$ cat config.mk
export PLATFORM = sky130hd
export DESIGN_NAME = ldcop_core
export DESIGN_NICKNAME = d
export VERILOG_FILES = /design/src/include/ldcop_pkg.sv /design/src/rtl/ldcop_core.sv
export VERILOG_INCLUDE_DIRS = /design/src /design/src/include
export SDC_FILE = /design/constraint.sdc
export NUM_CORES = 1
export LEC_CHECK = 0
export BUFFER_PORTS_ARGS = -buffer_cell sky130_fd_sc_hd__buf_2
export CAP_MARGIN = 15
export CORE_MARGIN = 3
export CORE_UTILIZATION = 49
export CTS_BUF_LIST = sky130_fd_sc_hd__clkbuf_8
export CTS_CLUSTER_DIAMETER = 40
export DETAILED_ROUTE_END_ITERATION = 7
export HOLD_SLACK_MARGIN = 0.06
export MAX_ROUTING_LAYER = met4
export PLACE_DENSITY = 0.78
export SLEW_MARGIN = 20
export SYNTH_ARGS = -nofsm -noshare
export SYNTH_HDL_FRONTEND = slang
export SYNTH_SLANG_ARGS = --single-unit
$ cat constraint.sdc
create_clock -name SYS_CLK_IN -period 23.9 [get_ports SYS_CLK_IN]
set_input_delay 1.195 -clock SYS_CLK_IN [delete_from_list [all_inputs] [get_ports SYS_CLK_IN]]
set_output_delay 1.195 -clock SYS_CLK_IN [all_outputs]
set_load 0.05 [all_outputs]
$ cat src/include/ldcop_map.svh
`ifndef LDCOP_MAP_SVH
`define LDCOP_MAP_SVH
// Opcode word values
`define LDCOP_OPC_CEQ      16'hC343
`define LDCOP_OPC_CNE      16'hC342
`define LDCOP_OPC_CGE      16'hC344
`define LDCOP_OPC_CGT      16'hC345
`define LDCOP_OPC_CLE      16'hC341
`define LDCOP_OPC_CLT      16'hC340
`define LDCOP_OPC_AEQ      16'hC10B
`define LDCOP_OPC_FALSE    16'hC10E
`define LDCOP_OPC_FEQ      16'hC24B
`define LDCOP_OPC_FGE      16'hC24C
`define LDCOP_OPC_FLE      16'hC249
// Condition code field: bit 1 = less, bit 0 = equal
`define LDCOP_CC_EQ        2'h1
`define LDCOP_CC_NE        2'h0
`define LDCOP_CC_LT        2'h2
// Character step and register-file addressing
`define LDCOP_CHAR_STEP    32'h00000008
`define LDCOP_RF_ABS_MASK  16'h0000
`define LDCOP_RF_REL_MASK  16'h000F
`define LDCOP_RF_UPPER     8'h10
`define LDCOP_RF_SET_SHIFT 5
// Reset values
`define LDCOP_RST_WORD     16'h0000
`define LDCOP_RST_LONG     32'h00000000
`define LDCOP_RST_CC       2'h0
`endif

$ cat src/include/ldcop_pkg.sv
`default_nettype none
package ldcop_pkg;
  typedef enum logic [4:0] {
    LDCOP_NOP,
    LDCOP_JUMP_SAVE_Y,
    LDCOP_CC_EQ,
    LDCOP_CC_NE,
    LDCOP_CC_GE,
    LDCOP_CC_GT,
    LDCOP_CC_LE,
    LDCOP_CC_LT,
    LDCOP_LOAD_ACCUM,
    LDCOP_LOAD_CHAR,
    LDCOP_LOAD_LONG,
    LDCOP_LOAD_RF,
    LDCOP_LOAD_INDEX,
    LDCOP_LOAD_Y,
    LDCOP_AEQ,
    LDCOP_LOAD_FALSE,
    LDCOP_FEQ,
    LDCOP_FGE,
    LDCOP_FGT,
    LDCOP_FLE,
    LDCOP_FLI
  } ldcop_op_t;
  typedef enum {
    LDCOP_IDLE,
    LDCOP_BUSY
  } ldcop_state_t;
endpackage
`default_nettype wire

$ cat src/rtl/ldcop_core.sv
// Overview of operation
// RL1 - Jump-save-Y copies word number of PC into Y, PC gets address.
// RL2 - Equal/not-equal condition loads put 1 or 0 in A.
// RL3 - Greater-or-equal condition load sets A from condition codes.
// RL4 - Greater condition load sets A from condition codes.
// RL5 - Less-or-equal condition load sets A from condition codes.
// RL6 - Less condition load sets A from condition codes.
// RL7 - Accumulator load puts memory word into A, flags untouched.
// RL8 - Character load with nonzero length puts byte low, clears high byte.
// RL9 - Character load advances address by 8, length minus one, codes NE.
// RL10 - Zero length character load sets codes to EQ, carry kept.
// RL11 - Length register zero pairs with address zero, one with one.
// RL12 - Long load puts 32-bit doubleword into L.
// RL13 - Absolute register-file load ignores bits 1 and 3-9 of address.
// RL14 - Set-relative register-file load uses bits 13-16, bit 12 group.
// RL15 - Index load fills X; R mode base 2 or 3 skips 16 bits.
// RL16 - Y load puts memory word into Y without indexing.
// RL17 - A-zero test puts 1 or 0 in A, codes from compare.
// RL18 - Load false clears A and sets codes as a compare.
// RL19 - Float zero test loads A from floating accumulator equality.
// RL20 - Float nonnegative test loads A from sign, positive test from sign and zero.
// RL21 - Float nonpositive test loads A and updates codes.
// RL22 - Length immediate copies 16-bit word, clears upper bits.
// RL23 - Zero compares treat operands as signed values.
`timescale 1ns/10ps
`default_nettype none
`include "ldcop_map.svh"
module ldcop_core
  import ldcop_pkg::*;
(
  // Clock and reset
  input  wire logic        SYS_CLK_IN,
  input  wire logic        RST_IN,
  // Wishbone slave
  input  wire logic        WB_CYC_IN,
  input  wire logic        WB_STB_IN,
  input  wire logic        WB_WE_IN,
  input  wire logic [3:0]  WB_ADR_IN,
  input  wire logic [3:0]  WB_SEL_IN,
  input  wire logic [31:0] WB_DAT_IN,
  output logic      [31:0] WB_DAT_OUT,
  output logic             WB_ACK_OUT,
  // Core execution request
  input  wire logic        EXEC_IN,
  input  wire logic [4:0]  OP_IN,
  input  wire logic [31:0] EA_IN,
  input  wire logic [31:0] MEM_IN,
  input  wire logic [15:0] IMM_IN,
  input  wire logic        FLR_SEL_IN,
  input  wire logic        R_MODE_IN,
  input  wire logic [1:0]  BASE_SEL_IN,
  input  wire logic        CARRY_IN,
  input  wire logic        LINK_IN,
  input  wire logic [31:0] F_IN,
  input  wire logic [31:0] RF_DATA_IN,
  // Results
  output logic      [15:0] A_OUT,
  output logic      [31:0] L_OUT,
  output logic      [15:0] X_OUT,
  output logic      [15:0] Y_OUT,
  output logic      [31:0] PC_OUT,
  output logic      [1:0]  CC_OUT,
  output logic             CARRY_OUT,
  output logic             LINK_OUT,
  output logic      [7:0]  RF_ADR_OUT,
  output logic             SKIP16_OUT,
  output logic             DONE_OUT
);
  // ----------------------------------------
  // Helpers
  // ----------------------------------------
  // Signed compare against zero: {less, equal}
  function automatic logic [1:0] cmp_zero(input logic [31:0] v);
    cmp_zero = {v[31], (v == 32'h00000000)};
  endfunction
  function automatic logic [15:0] bool16(input logic b);
    bool16 = b ? 16'h0001 : 16'h0000;
  endfunction
  // ----------------------------------------
  // State
  // ----------------------------------------
  logic [15:0] a_reg, a_next;
  logic [31:0] l_reg, l_next;
  logic [15:0] x_reg, x_next;
  logic [15:0] y_reg, y_next;
  logic [31:0] pc_reg, pc_next;
  logic [1:0]  cc_reg, cc_next;
  logic        carry_reg;
  logic        link_reg;
  logic [31:0] flr_reg [2];
  logic [31:0] far_reg [2];
  logic [7:0]  rf_adr_reg, rf_adr_next;
  logic        skip_reg, skip_next;
  logic        done_reg;
  logic [31:0] wb_dat_reg;
  logic        wb_ack_reg;
  ldcop_op_t   op;
  assign op = ldcop_op_t'(OP_IN);
  // ----------------------------------------
  // Decode
  // ----------------------------------------
  wire        cc_less    = cc_reg[1];
  wire        cc_equal   = cc_reg[0];
  wire [1:0]  a_cmp      = cmp_zero({a_reg, 16'h0000});
  wire [1:0]  f_cmp      = cmp_zero(F_IN);
  // RL11 fixed pairing
  wire        sel        = FLR_SEL_IN;
  wire [31:0] flr_cur    = flr_reg[sel];
  wire [31:0] far_cur    = far_reg[sel];
  wire        flr_zero   = (flr_cur == 32'h00000000);
  wire        do_char    = EXEC_IN && (op == LDCOP_LOAD_CHAR) && !flr_zero;
  wire        do_fli     = EXEC_IN && (op == LDCOP_FLI);
  // Byte select: far bit 3 chooses odd byte of the word
  wire [7:0]  char_byte  = far_cur[3] ? MEM_IN[7:0] : MEM_IN[15:8];
  // RL13 absolute form keeps bits 2 and 10-16 only
  wire [7:0]  rf_abs     = {EA_IN[14], EA_IN[6:0]};
  // RL14 set-relative forms
  wire [7:0]  rf_rel     = (EA_IN[4] ? `LDCOP_RF_UPPER : 8'h00)
                           | {4'h0, EA_IN[3:0]};
  wire [7:0]  rf_sel     = EA_IN[14] ? rf_abs : rf_rel;
  // ----------------------------------------
  // Execute
  // ----------------------------------------
  always_comb begin
    a_next      = a_reg;
    l_next      = l_reg;
    x_next      = x_reg;
    y_next      = y_reg;
    pc_next     = pc_reg;
    cc_next     = cc_reg;
    rf_adr_next = rf_adr_reg;
    skip_next   = 1'b0;
    if (EXEC_IN) begin
      case (op)
        // RL1 word number only
        LDCOP_JUMP_SAVE_Y: begin
          y_next  = pc_reg[15:0];
          pc_next = EA_IN;
        end
        // RL2 equality sense
        LDCOP_CC_EQ: a_next = bool16(cc_equal);
        LDCOP_CC_NE: a_next = bool16(!cc_equal);
        // RL3 ge from codes
        LDCOP_CC_GE: a_next = bool16(!cc_less);
        // RL4 strictly greater
        LDCOP_CC_GT: a_next = bool16(!cc_less && !cc_equal);
        // RL5 less or equal
        LDCOP_CC_LE: a_next = bool16(cc_less || cc_equal);
        // RL6 strictly less
        LDCOP_CC_LT: a_next = bool16(cc_less);
        // RL7 memory to A
        LDCOP_LOAD_ACCUM: a_next = MEM_IN[15:0];
        LDCOP_LOAD_CHAR: begin
          if (!flr_zero) begin
            // RL8 byte placed low
            a_next  = {8'h00, char_byte};
            // RL9 codes to not-equal
            cc_next = `LDCOP_CC_NE;
          end else begin
            // RL10 empty field
            cc_next = `LDCOP_CC_EQ;
          end
        end
        // RL12 full doubleword
        LDCOP_LOAD_LONG: l_next = MEM_IN;
        LDCOP_LOAD_RF: begin
          rf_adr_next = rf_sel;
          l_next      = RF_DATA_IN;
          // RL14 codes left undefined, hold
          cc_next     = cc_reg;
        end
        LDCOP_LOAD_INDEX: begin
          x_next    = MEM_IN[15:0];
          // RL15 skip on base 2 or 3
          skip_next = R_MODE_IN && BASE_SEL_IN[1];
        end
        // RL16 memory to Y
        LDCOP_LOAD_Y: y_next = MEM_IN[15:0];
        // RL17 A-zero test, RL23 signed
        LDCOP_AEQ: begin
          a_next  = bool16(a_cmp[0]);
          cc_next = a_cmp;
        end
        // RL18 unconditional zero
        LDCOP_LOAD_FALSE: begin
          a_next  = 16'h0000;
          cc_next = a_cmp;
        end
        // RL19 float equal zero
        LDCOP_FEQ: begin
          a_next  = bool16(f_cmp[0]);
          cc_next = f_cmp;
        end
        // RL20 nonnegative
        LDCOP_FGE: begin
          a_next  = bool16(!f_cmp[1]);
          cc_next = f_cmp;
        end
        // RL20 strictly positive
        LDCOP_FGT: begin
          a_next  = bool16(!f_cmp[1] && !f_cmp[0]);
          cc_next = f_cmp;
        end
        // RL21 nonpositive
        LDCOP_FLE: begin
          a_next  = bool16(f_cmp[1] || f_cmp[0]);
          cc_next = f_cmp;
        end
        default: a_next = a_reg;
      endcase
    end
  end

  always_ff @(posedge SYS_CLK_IN or posedge RST_IN) begin
    if (RST_IN) begin
      a_reg      <= `LDCOP_RST_WORD;
      l_reg      <= `LDCOP_RST_LONG;
      x_reg      <= `LDCOP_RST_WORD;
      y_reg      <= `LDCOP_RST_WORD;
      pc_reg     <= `LDCOP_RST_LONG;
      cc_reg     <= `LDCOP_RST_CC;
      rf_adr_reg <= 8'h00;
      skip_reg   <= 1'b0;
      done_reg   <= 1'b0;
      carry_reg  <= 1'b0;
      link_reg   <= 1'b0;
    end else begin
      a_reg      <= a_next;
      l_reg      <= l_next;
      x_reg      <= x_next;
      y_reg      <= y_next;
      pc_reg     <= pc_next;
      cc_reg     <= cc_next;
      rf_adr_reg <= rf_adr_next;
      skip_reg   <= skip_next;
      done_reg   <= EXEC_IN;
      // Carry and link are never altered by this group
      carry_reg  <= CARRY_IN;
      link_reg   <= LINK_IN;
    end
  end

  // ----------------------------------------
  // Field registers and bus
  // ----------------------------------------
  // Word offsets: 0/1 length, 2/3 address
  wire        wb_req = WB_CYC_IN && WB_STB_IN && !wb_ack_reg;
  wire        wb_wr  = wb_req && WB_WE_IN;
  wire [31:0] wb_rd  = (WB_ADR_IN == 4'h0) ? flr_reg[0] :
                       (WB_ADR_IN == 4'h1) ? flr_reg[1] :
                       (WB_ADR_IN == 4'h2) ? far_reg[0] :
                       (WB_ADR_IN == 4'h3) ? far_reg[1] :
                       (WB_ADR_IN == 4'h4) ? {30'h0, cc_reg} :
                       32'h00000000;

  function automatic logic [31:0] merge(input logic [31:0] o,
                                        input logic [31:0] d,
                                        input logic [3:0]  s);
    for (int i = 0; i < 4; i++)
      merge[i*8 +: 8] = s[i] ? d[i*8 +: 8] : o[i*8 +: 8];
  endfunction

  // Core updates win over a bus write in the same cycle
  always_ff @(posedge SYS_CLK_IN or posedge RST_IN) begin
    if (RST_IN) begin
      flr_reg[0] <= `LDCOP_RST_LONG;
      flr_reg[1] <= `LDCOP_RST_LONG;
      far_reg[0] <= `LDCOP_RST_LONG;
      far_reg[1] <= `LDCOP_RST_LONG;
    end else begin
      for (int i = 0; i < 2; i++) begin
        if (wb_wr && WB_ADR_IN == 4'(i))
          flr_reg[i] <= merge(flr_reg[i], WB_DAT_IN, WB_SEL_IN);
        if (wb_wr && WB_ADR_IN == 4'(i + 2))
          far_reg[i] <= merge(far_reg[i], WB_DAT_IN, WB_SEL_IN);
      end
      // RL9 advance address, shorten field
      if (do_char) begin
        far_reg[sel] <= far_cur + `LDCOP_CHAR_STEP;
        flr_reg[sel] <= flr_cur - 32'h00000001;
      end
      // RL22 zero-extended immediate
      if (do_fli)
        flr_reg[sel] <= {16'h0000, IMM_IN};
    end
  end

  always_ff @(posedge SYS_CLK_IN or posedge RST_IN) begin
    if (RST_IN) begin
      wb_ack_reg <= 1'b0;
      wb_dat_reg <= `LDCOP_RST_LONG;
    end else begin
      wb_ack_reg <= wb_req;
      wb_dat_reg <= wb_req ? wb_rd : wb_dat_reg;
    end
  end

  // ----------------------------------------
  // Outputs
  // ----------------------------------------
  assign A_OUT      = a_reg;
  assign L_OUT      = l_reg;
  assign X_OUT      = x_reg;
  assign Y_OUT      = y_reg;
  assign PC_OUT     = pc_reg;
  assign CC_OUT     = cc_reg;
  assign CARRY_OUT  = carry_reg;
  assign LINK_OUT   = link_reg;
  assign RF_ADR_OUT = rf_adr_reg;
  assign SKIP16_OUT = skip_reg;
  assign DONE_OUT   = done_reg;
  assign WB_ACK_OUT = wb_ack_reg;
  assign WB_DAT_OUT = wb_dat_reg;

  // ----------------------------------------
  // Checks
  // ----------------------------------------
  property p_jump_save;
    @(posedge SYS_CLK_IN) disable iff (RST_IN)
      (EXEC_IN && op == LDCOP_JUMP_SAVE_Y) |=>
        (Y_OUT == $past(pc_reg[15:0]) && PC_OUT == $past(EA_IN));
  endproperty
  a_jump_save: assert property (p_jump_save) else $error("jump save wrong"); // RL1
  property p_ceq;
    @(posedge SYS_CLK_IN) disable iff (RST_IN)
      (EXEC_IN && op == LDCOP_CC_EQ) |=>
        (A_OUT == {15'h0, $past(cc_reg[0])} && $stable(CC_OUT));
  endproperty
  a_ceq: assert property (p_ceq) else $error("ceq wrong"); // RL2
  property p_cgt;
    @(posedge SYS_CLK_IN) disable iff (RST_IN)
      (EXEC_IN && op == LDCOP_CC_GT && cc_reg == `LDCOP_CC_NE)
        |=> A_OUT == 16'h0001;
  endproperty
  a_cgt: assert property (p_cgt) else $error("cgt wrong"); // RL4
  property p_clt;
    @(posedge SYS_CLK_IN) disable iff (RST_IN)
      (EXEC_IN && op == LDCOP_CC_LT) |=> A_OUT == {15'h0, $past(cc_reg[1])};
  endproperty
  a_clt: assert property (p_clt) else $error("clt wrong"); // RL6
  property p_char;
    @(posedge SYS_CLK_IN) disable iff (RST_IN)
      do_char |=> (A_OUT[15:8] == 8'h00 && CC_OUT == `LDCOP_CC_NE
                   && far_reg[$past(sel)] == $past(far_cur) + 32'h8);
  endproperty
  a_char: assert property (p_char) else $error("char wrong"); // RL9
  property p_char0;
    @(posedge SYS_CLK_IN) disable iff (RST_IN)
      (EXEC_IN && op == LDCOP_LOAD_CHAR && flr_zero) |=>
        CC_OUT == `LDCOP_CC_EQ;
  endproperty
  a_char0: assert property (p_char0) else $error("char0 wrong"); // RL10
  property p_load_false;
    @(posedge SYS_CLK_IN) disable iff (RST_IN)
      (EXEC_IN && op == LDCOP_LOAD_FALSE) |=> A_OUT == 16'h0000;
  endproperty
  a_load_false: assert property (p_load_false) else $error("false wrong"); // RL18
  property p_fge;
    @(posedge SYS_CLK_IN) disable iff (RST_IN)
      (EXEC_IN && op == LDCOP_FGE) |=> A_OUT == {15'h0, !$past(F_IN[31])};
  endproperty
  a_fge: assert property (p_fge) else $error("fge wrong"); // RL20
  property p_fli;
    @(posedge SYS_CLK_IN) disable iff (RST_IN)
      do_fli |=> flr_reg[$past(sel)] == {16'h0, $past(IMM_IN)};
  endproperty
  a_fli: assert property (p_fli) else $error("fli wrong"); // RL22
endmodule

`default_nettype wire

# Word level (Yosys, flattened, before mapping)
# Cells that the tools add are included.
[word_totals]
latch_bits = 0
reg_bits = 287
mem_bits_rw = 0
input_bits = 201
out_inout_bits = 159
romBits = 0
n_memories = 0
wordCells = 148
[op_classes]
shift = 0
muxes = 61
n_reduce_logical = 39
bitwise = 2
n_eq_ne = 25
mul = 0
div_mod_pow = 0
n_lt_le_gt_ge = 2
add_sub_neg = 2
[ops]
columns = ["op", "count"]
rows = [
  ["two-way mux 32 bit", 15],
  ["case mux 16 bit (14 select lines)", 1],
  ["bitwise mux 64 bit", 3],
  ["two-way mux 64 bit", 3],
  ["two-way mux 8 bit", 18],
  ["zero test 32 bit", 2],
  ["case mux 32 bit (2 select lines)", 1],
  ["equality test 5 x 4 -> 1 bit, second input constant", 8],
  ["adder 32 x 4 -> 32 bit, second input constant", 1],
  ["demux 32 bit (select 1 bit)", 1],
  ["case mux 16 bit (2 select lines)", 1],
  ["subtractor 32 x 1 -> 32 bit, second input constant", 1],
  ["equality test 5 bit, second input constant", 5],
  ["equality test 5 x 3 -> 1 bit, second input constant", 4],
  ["zero test 16 bit", 1],
  ["two-way mux 16 bit", 1],
  ["logical AND 1 bit", 14],
  ["two-way mux 1 bit", 14],
  ["nonzero test 14 bit", 1],
  ["AND reduction 2 bit", 6],
  ["equality test 5 x 2 -> 1 bit, second input constant", 2],
  ["equality test 4 x 2 -> 1 bit, second input constant", 2],
  ["zero test 1 bit", 6],
  ["case mux 2 bit (3 select lines)", 1],
  ["17 further kinds", 19],
]

# Longest topological paths before layout
# Gate-level depths: netlist of the first run.
[logic_depth]
word_depth = 10
ltp_mapped = 17
mapped_depth_nobuf = 9

# Least setup slack after synthesis of the first run
# Ideal clock, no wire load.
[synth_timing]
path_type = "input port to flip-flop"
start = "input FLR_SEL_IN"
end = "register flr_reg[38] (netlist bit)"
arrival_ps = 4922
stages = 16
setup_slack_ps = 18901
required_time_ps = 23823
setup_time_ps = 77
path_buffers = 9
path_cell_list = "buf_6 -> buf_6 -> clkbuf_1 -> buf_1 -> clkbuf_1 -> buf_2 -> buf_2 -> mux2i_1 -> ha_1 -> o211ai_1 -> or4_1 -> clkbuf_1 -> o21ai_2 -> buf_2 -> mux2_1 -> o21ai_1"
[synth_via]
elab_chain_len = 10
word_cells_on_any_way = 17
classes_between = "1 x add/sub; 2 x order compare; 9 x mux; 1 x bitwise; 4 x reduce/logical"
[synth_rtl]
columns = ["item", "line_no", "source"]
rows = [
  ["from (decl)", "ldcop_core.sv:49", "input wire logic FLR_SEL_IN,"],
  ["inverter 1 -> 2 bit (not written as such) *", "ldcop_core.sv:108, ldcop_core.sv:280, ldcop_core.sv:284", ""],
  ["branches (longest 8 deep; another with subtractor 32 x 1 -> 32 bit)", "n/a", ""],
  ["two-way mux 64 bit *", "ldcop_core.sv:283", "if (do_fli)"],
  ["to (signal, indexed assignment)", "ldcop_core.sv:273", "flr_reg[i] <= merge(flr_reg[i], WB_DAT_IN, WB_SEL_IN);"],
  ["to (signal, indexed assignment)", "ldcop_core.sv:280", "flr_reg[sel] <= flr_cur - 32'h00000001;"],
  ["to (signal, indexed assignment)", "ldcop_core.sv:284", "flr_reg[sel] <= {16'h0000, IMM_IN};"],
  ["to (decl)", "ldcop_core.sv:90", "logic [31:0] flr_reg [2];"],
]
# Mark *: on every way between the ends. The select of a mux whose other input is x is not followed.
# A chain may end at the register's enable or synchronous reset.

# Worst setup path after layout of the first run
[layout_timing]
start = "input FLR_SEL_IN"
end = "register far_reg[25] (netlist bit)"
[layout_via]
elab_chain_len = 8
word_cells_on_any_way = 18
classes_between = "1 x add/sub; 2 x order compare; 10 x mux; 1 x bitwise; 4 x reduce/logical"
[layout_rtl]
columns = ["item", "line_no", "source"]
rows = [
  ["inverter 1 -> 2 bit (not written as such) *", "ldcop_core.sv:108, ldcop_core.sv:109", ""],
  ["branches (longest 6 deep; another with adder 32 x 4 -> 32 bit)", "n/a", ""],
  ["two-way mux 64 bit *", "ldcop_core.sv:278", "if (do_char) begin"],
  ["to (signal, indexed assignment)", "ldcop_core.sv:275", "far_reg[i] <= merge(far_reg[i], WB_DAT_IN, WB_SEL_IN);"],
  ["to (signal, indexed assignment)", "ldcop_core.sv:279", "far_reg[sel] <= far_cur + `LDCOP_CHAR_STEP;"],
  ["to (decl)", "ldcop_core.sv:91", "logic [31:0] far_reg [2];"],
]
# Marks and branches as above.

==> results of run 1 <==
==> cells in the final DEF (no fill, tap or decap), drive strengths merged, types with 44 or more instances in the layout <==
cell and n:
dfrtp 287, o21ai 205, mux2i 158, nor2 79, buf 384, inv 44
mux2 151, a21oi 110, nand2 235, clkbuf 65
==> worst max-delay path, cell delays in order <==
cell and delay [ns]:
buf_4 0.43, buf_4 0.50, buf_4 0.66, nor4b_1 0.56, o221a_2 0.34, nand4_1 0.48
o21ai_2 1.02, buf_4 0.46, a211oi_1 0.12, a211oi_1 0.21
==> routing by layer <==
| layer | vias up | part of all wire | wire length, um |
|---|---|---|---|
| li1 | 6985 | - | - |
| met4 | 0 | 0.054 | 3010 |
| met5 | - | 0 | 0 |
| met2 | 891 | 0.48 | 27100 |
| met3 | 236 | 0.096 | 5430 |
| met1 | 7462 | 0.37 | 20700 |
==> cell usage after synthesis, types with 22 or more instances <==
library cell,number
inv_1,30
xor2_1,29
nand4_1,22
a21oi_1,110
mux2i_1,158
nor3_1,33
nor2_1,79
nor4_1,24
clkbuf_1,77
mux2_2,130
nand2_1,235
dfrtp_1,287
nand3_1,33
o21ai_0,187
==> power groups by stage <==
stage	logic, mW	registers [mW]	clock network (mW)
final	0.480	0.651	0.548
after CTS	0.479	0.647	0.556
after detailed placement	0.476	0.654	0
after global placement	0.463	0.650	0
after global routing	0.515	0.660	0.581
after floorplan	0.203	0.777	0
==> through the flow <==
stage               setup slack [ns]  total power [mW]  cell area [um^2]  hold slack, ns  cells
floorplan                      14.78             0.980             16500           0.475   1733
global placement               17.91              1.11             18700           0.458   2457
detailed placement             17.92              1.13             18700           0.465   2457
CTS                            18.63              1.68             20000           0.477   2557
global route                   18.20              1.76             20000           0.497   2560
finish                         18.39              1.68             20000           0.471   2560
==> path summary, 6_finish.rpt <==
check,slack [ns],depth (start not counted),endpoint,start
setup / recovery,18.39,10,far_reg[25],FLR_SEL_IN
hold / removal,0.47,2,L_OUT[22],L_OUT[22]
setup reg to reg,20.11,7,far_reg[25],flr_reg[12]
hold reg to reg,0.47,2,L_OUT[22],L_OUT[22]
max in group asynchronous,21.64,3,L_OUT[13],RST_IN
min in group asynchronous,0.67,2,SKIP16_OUT,RST_IN
==> area by class of cell <==
cell class | count | area [um^2] | share of cell area
diodes | 3 | 7.51 | 0.000376
well taps | 442 | 553 | 0.0277
clock buffers | 65 | 895 | 0.0448
inverters | 31 | 129 | 0.00645
multi-input cells | 1313 | 8870 | 0.444
repair buffers | 384 | 1990 | 0.0996
clock inverters | 35 | 350 | 0.0175
flip-flops and latches | 287 | 7180 | 0.359
==> logic make-up after synthesis <==
family,Yosys count,synth area share
buffers and inverters,133,0.0324
DFF,287,0.435
xor gates and xnor gates,49,0.0260
AOI/OAI and AO/OA,429,0.153
adders and majority gates,3,0.00228
and+or+nand+nor,523,0.152
muxes,309,0.199
==> flow_metrics.tcl, run 1 <==
set metrics [dict create \
    grt_max_degree 150 \
    fmax_mhz 182 \
    endpoint_kind "register" \
    via_per_inst 6.08 \
    grt_pass1_vias 15900 \
    grt_usage 0.316 \
    final_max_slew_viol_count 0 \
    routedWlPerCell_um 22.0 \
    max-slew-margin-rel 0.272 \
    syn_to_final_growth_pct 21.1 \
    utilization 0.608 \
    max_cap_violations 0 \
    fin_crit_sh 0.230 \
    grt_overflow 0 \
    hp-class "register to register" \
    gp_congestion 0.973 \
    fp.dieH_um 189 \
    final.setup.tns_ns 0 \
    wl_um 56200 \
    post_cts_resized 0 \
    clkPwrFrac 0.326 \
    drc_errors 6 \
    dpl.hpwl_um 40400 \
    rows 66 \
    ios 360 \
    yosysTopAreaCellShare 0.435 \
    grt_pass1_wl_um 87100 \
    antenna_found_initial 3 \
    use_met2 0.515 \
    violations "DRC" \
    syn-cell-area_um2 16500 \
    syn_inst 1733 \
    design.core.area_um2 32900 \
    swShare 0.373 \
    dieArea_um2 35900 \
    clkSlewWorstSetupHoldPaths_ns 0.06 \
    hold_viol 0 \
    p_switching_uw 627 \
    synth_edf_count 0 \
    initial_core_util 0.502 \
    syn_avg_cell_area_um2 9.52 \
    fin_skew_ns 0.0500 \
    cts_hold_buf 0 \
    tightestPinTransition_ns 1.09 \
    worstPathArrival_ns 6.04 \
    cts.sinks 287 \
    ys_top_cells_by_area "dfrtp_1, mux2i_1, mux2_2" \
    rsz0062_at_grt "false" \
    ir_drop_v 0.0000683 \
    setup_viol 0 \
    synth_top_cell_by_area "dfrtp_1" \
    clk-insertion-delay-late_ns 0.66 \
    cp.required_ns 24.43 \
    ys_ff_latch 287 \
    grt.met1_usage 0.363 \
    synthDistinctLibCells 76 \
    finalNetCount 2275 \
    clockRootBuffer "clkbuf_8" \
    htreeDepth 2 \
    post_cts.repair.setup_buffers 0 \
    drtAntennaViolNets 0 \
    first_pass_iters 8 \
    port_buffers 358 \
    status "complete, but fails checks" \
    cts_tree "yes" \
    synth_flop_cell "dfrtp_1" \
    leakagePower_nw 9.51 \
    p_comb_frac 0.286 \
    drive_gt1_frac 0.298 \
    intPower_mw 1.05 \
    synth_async_sr_flop_share 1.00 \
    met3_usage 0.0804 \
    cts_buffer_depth 3 \
    start_kind "input pin" \
    syn_nets 1937 \
    ys_warn_count 0 \
    fin_crit_ns 5.51 \
    p_seq_frac 0.388 \
    final.fill_count 2815 \
    cts_made_buffers 54 \
    die_x_um 189 \
    yosysSeqAreaShare 0.435 \
    vias 15600 \
    crit_type "input pin to register" \
    powerDensity_nw_per_um2 84.0 \
    cp_max_fo 63 \
    busiest_layer "met2" \
    drt_first_iter_violations 1400 \
]
(Power assumes the default switching activity.)
==> run 2, diff against run 1 <==
Settings changed: PLACE_DENSITY 0.78 to 0.81.
Clock period 23.9 ns to 4.5 ns, I/O delays scaled along.
==> flow_metrics.tcl, run 2 (same netlist as run 1, synthesis figures left out) <==
set metrics [dict create \
    status "finished clean" \
    crit_type "register to register" \
    utilization 0.663 \
    drive_gt1_frac 0.280 \
    endpoint_kind "register" \
    dieArea_um2 35900 \
    routedWlPerCell_um 23.0 \
    worstPathArrival_ns 4.25 \
    drt_first_iter_violations 1561 \
    grt_max_degree 116 \
    holdWs_ns 0.136 \
    fin_crit_sh 0.819 \
    syn_to_final_growth_pct 32.2 \
    htreeDepth 2 \
    rsz0062_at_grt "false" \
    wl_um 63100 \
    grt_pass1_vias 17400 \
    die_x_um 189 \
    cts.sinks 287 \
    start_kind "register" \
    fin_crit_ns 3.68 \
    crit_path_frequent_cell "buf_4" \
    path_cells "or3b_1 -> o2bb2ai_1 -> buf_4 -> or4_1 -> o21ai_4 -> buf_4 -> mux2_1 -> o21ai_1 -> dlygate4sd3_1" \
    drc_errors 0 \
    finalNetCount 2465 \
    cts_made_buffers 51 \
    post_cts.repair.setup_buffers 0 \
    initial_core_util 0.502 \
    final_max_slew_viol_count 0 \
    grt_pass1_wl_um 97100 \
    grt_usage 0.354 \
    fin_area_um2 21800 \
    crit_path_top_delay_cell "or4_1" \
    slowest_delay_ns 0.70 \
    gp_congestion 0.945 \
    fin_skew_ns 0.0347 \
    fmax_mhz 271 \
    cp_max_fo 32 \
    ir_drop_v 0.000382 \
    hold_viol 0 \
    cts_buffer_depth 3 \
    hp-class "input pin to register" \
    layout_common_cells "buf_2, dfrtp_1, nand2_1" \
    layout_commonest_cell "buf_2" \
    cp.required_ns 5.06 \
    powerDensity_nw_per_um2 412 \
    clk-insertion-delay-late_ns 0.64 \
    leakagePower_nw 10.3 \
    clkSlewWorstSetupHoldPaths_ns 0.06 \
    max_cap_violations 0 \
    cts_tree "yes" \
    tightestPinTransition_ns 1.07 \
    design.core.area_um2 32900 \
    dpl.hpwl_um 41000 \
    ios 360 \
    port_buffers 358 \
    final.fill_count 2536 \
    drtAntennaViolNets 0 \
    grt_overflow 0 \
    setup_viol 0 \
    antenna_found_initial 2 \
    max-slew-margin-rel 0.288 \
    via_per_inst 6.10 \
    clockRootBuffer "clkbuf_8" \
    vias 16800 \
    cp_num_buf_inv 3 \
    first_pass_iters 6 \
    fp.dieH_um 189 \
    rows 66 \
    placed_cell_area_um2 18900 \
    final.setup.tns_ns 0 \
    critPathTopFamily "buffers and inverters" \
]
run 2: timing repair:
action / 4_1_cts / 5_1_grt
hold buffers: 173 / 0
resized for setup: 0 / 0
hold endpoints to repair: 248 / 0
run 2: final cells by class:
type,instances,area [um^2],share of cell area
sequential,287,7180,0.329
clock buffer,61,840,0.0385
antenna,2,5.00,0.000230
inverter,31,120,0.00551
clock inverter,32,310,0.0142
timing repair buffer,577,3910,0.179
tap,442,553,0.0254
multi-input combinational,1313,8880,0.407
run 2: worst paths after layout:
kind                                     from             end  slack [ns]  depth (start not counted)
worst max-delay path               flr_reg[5]     flr_reg[43]        0.82                          9
worst min-delay path            WB_DAT_IN[31]     far_reg[31]        0.14                          4
worst max register to register     flr_reg[5]     flr_reg[43]        0.82                          9
worst min register to register       Y_OUT[0]        Y_OUT[0]        0.48                          2
max in group asynchronous              RST_IN  WB_DAT_OUT[31]        3.15                          4
min in group asynchronous              RST_IN  WB_DAT_OUT[29]        0.22                          3
run 2: metal layers:
layer,vias up,share of wire,GRT usage
met3,272,0.092,0.0748
li1,7387,-,-
met1,7994,0.36,0.411
met5,-,0,-
met4,0,0.062,0.197
met2,1097,0.48,0.575
run 2: metrics by stage:
| step | setup WS, ns | instances | power (mW) |
|---|---|---|---|
| 6_report | 0.816 | 2745 | 8.99 |
| 5_1_grt | 0.699 | 2745 | 9.37 |
| 3_3_place_gp | 0.979 | 2477 | 5.92 |
| 3_5_place_dp | 0.931 | 2477 | 6.01 |
| 2_1_floorplan | 0.470 | 1733 | 5.21 |
| 4_1_cts | 0.877 | 2743 | 8.91 |
run 2: tightest hold or removal path, stage by stage:
cell and delay [ns]:
buf_2 0.19, mux2_2 0.18, nand2_1 0.04, o21ai_0 0.06
run 2: where the power goes:
group          switching, mW  total [mW]  internal, mW
Clock                   1.19        2.77          1.58
Sequential             0.457        3.48          3.02
Combinational           1.77        2.74         0.966
Total                   3.42        8.99          5.57
==> run 3, diff against run 2 <==
Settings changed: PLACE_DENSITY 0.81 to 0.78.
Clock period 4.5 ns to 3.6 ns, I/O delays scaled along.
==> flow_metrics.tcl, run 3 (same netlist as run 1, synthesis figures left out) <==
set metrics [dict create \
    powerDensity_nw_per_um2 526 \
    finalPower_mw 11.7 \
    post_cts_resized 0 \
    dieArea_um2 35900 \
    worstHoldEndpoint "far_reg[16]" \
    worstRegToRegCells 8 \
    htreeDepth 2 \
    hold_viol 0 \
    syn_to_final_growth_pct 34.4 \
    fmax_mhz 286 \
    cts_made_buffers 55 \
    fp.dieH_um 189 \
    setup_viol 0 \
    clkPwrFrac 0.330 \
    tightestPinTransition_ns 1.03 \
    reg2reg_from "flr_reg[28]" \
    finalNetCount 2495 \
    initial_core_util 0.502 \
    worstHoldStart "WB_SEL_IN[2]" \
    ir_drop_v 0.000450 \
    max_cap_violations 0 \
    worstPathArrival_ns 4.04 \
    design.core.area_um2 32900 \
    rsz0062_at_grt "false" \
    ff2ff_setup_slack_ns 0.1 \
    cp_max_fo 27 \
    holdWs_ns 0.120 \
    max-slew-margin-rel 0.314 \
    vias 16800 \
    utilization 0.675 \
    fin_crit_sh 0.973 \
    dpl.hpwl_um 42100 \
    drc_errors 0 \
    start_kind "register" \
    leakagePower_nw 10.5 \
    drtAntennaViolNets 0 \
    gp_congestion 0.974 \
    drive_gt1_frac 0.288 \
    cts_tree "yes" \
    p_comb_frac 0.297 \
    drt_first_iter_violations 1739 \
    cts.sinks 287 \
    post_cts.repair.setup_buffers 0 \
    clk-insertion-delay-late_ns 0.61 \
    fin_crit_ns 3.50 \
    grt_pass1_vias 17400 \
    rows 66 \
    wl_um 62700 \
    status "finished clean" \
    clkSlewWorstSetupHoldPaths_ns 0.06 \
    port_buffers 358 \
    via_per_inst 6.03 \
    placed_cell_area_um2 19100 \
    grt_pass1_wl_um 96600 \
    fin_area_um2 22200 \
    antenna_found_initial 2 \
    fin_skew_ns 0.0262 \
    grt_overflow 0 \
    swShare 0.373 \
    grt_max_degree 115 \
    endpoint_kind "register" \
    p_switching_mw 4.35 \
    cp.required_ns 4.14 \
    crit_type "register to register" \
    final.setup.tns_ns 0 \
    holdPathStages 4 \
    die_x_um 189 \
    cts_buffer_depth 3 \
    first_pass_iters 6 \
    hp-class "input pin to register" \
    routedWlPerCell_um 22.5 \
    clockRootBuffer "clkbuf_8" \
    r2r_end "flr_reg[7]" \
    layout_common_cells "buf_2, dfrtp_1, nand2_1" \
    intPower_mw 7.32 \
    ios 360 \
    final_max_slew_viol_count 0 \
    grt_usage 0.351 \
    p_seq_frac 0.374 \
    layout_commonest_cell "buf_2" \
]
## run 3: cell type report
cell class / count / area, um^2
fill: 2514 / 10700
tap: 442 / 553
inverter: 31 / 120
sequential: 287 / 7180
multi-input combinational: 1313 / 8860
timing repair buffer: 603 / 4140
antenna: 3 / 7.51
clock inverter: 36 / 378
clock buffer: 68 / 936
## run 3: routing by layer
metal | global-route usage | vias up | routed length [um]
li1 | - | 7430 | -
met1 | 0.408 | 8132 | 23200
met2 | 0.563 | 1007 | 30200
met3 | 0.0852 | 225 | 5980
met4 | 0.188 | 0 | 3300
met5 | - | - | 0
## run 3: worst max path at each step
stage	slack (ns)	depth (start not counted)	to	start
5_1_grt	0.02	8	flr_reg[37]	flr_reg[28]
3_5_place_dp	0.39	9	A_OUT[5]	FLR_SEL_IN
4_1_cts	0.13	8	flr_reg[7]	flr_reg[28]
3_3_place_gp	0.48	9	A_OUT[3]	FLR_SEL_IN
6_report	0.1	8	flr_reg[7]	flr_reg[28]
2_1_floorplan	-0.39	1	A_OUT[0]	RST_IN
## run 3: critical path, stage by stage, from the launching register on
cell and delay [ns]:
dfrtp_1 0.43, or3b_2 0.50, o22a_1 0.29, or4_1 0.68, o21ai_2 0.26, buf_12 0.24
mux2_1 0.34, o21ai_1 0.11, dlygate4sd3_1 0.57
## run 3: power by group through the flow
stage                     clock network [mW]  logic [mW]  registers, mW
after floorplan                            0        1.35           5.16
after global placement                     0        3.09           4.33
after detailed placement                   0        3.17           4.36
after CTS                               3.87        3.39           4.32
after global routing                    4.04        3.69           4.42
final                                   3.85        3.47           4.36
## run 3: repair_timing
action / CTS / global route
endpoints found under the setup margin: 0 / 0
hold buffers: 179 / 0
hold endpoints to repair: 519 / 0
## run 3: stage by stage
stage          std cells  worst slack [ns]
3_5_place_dp        2497             0.386
2_1_floorplan       1733            -0.385
6_report            2783            0.0983
5_1_grt             2782            0.0175
3_3_place_gp        2497             0.484
4_1_cts             2780             0.126
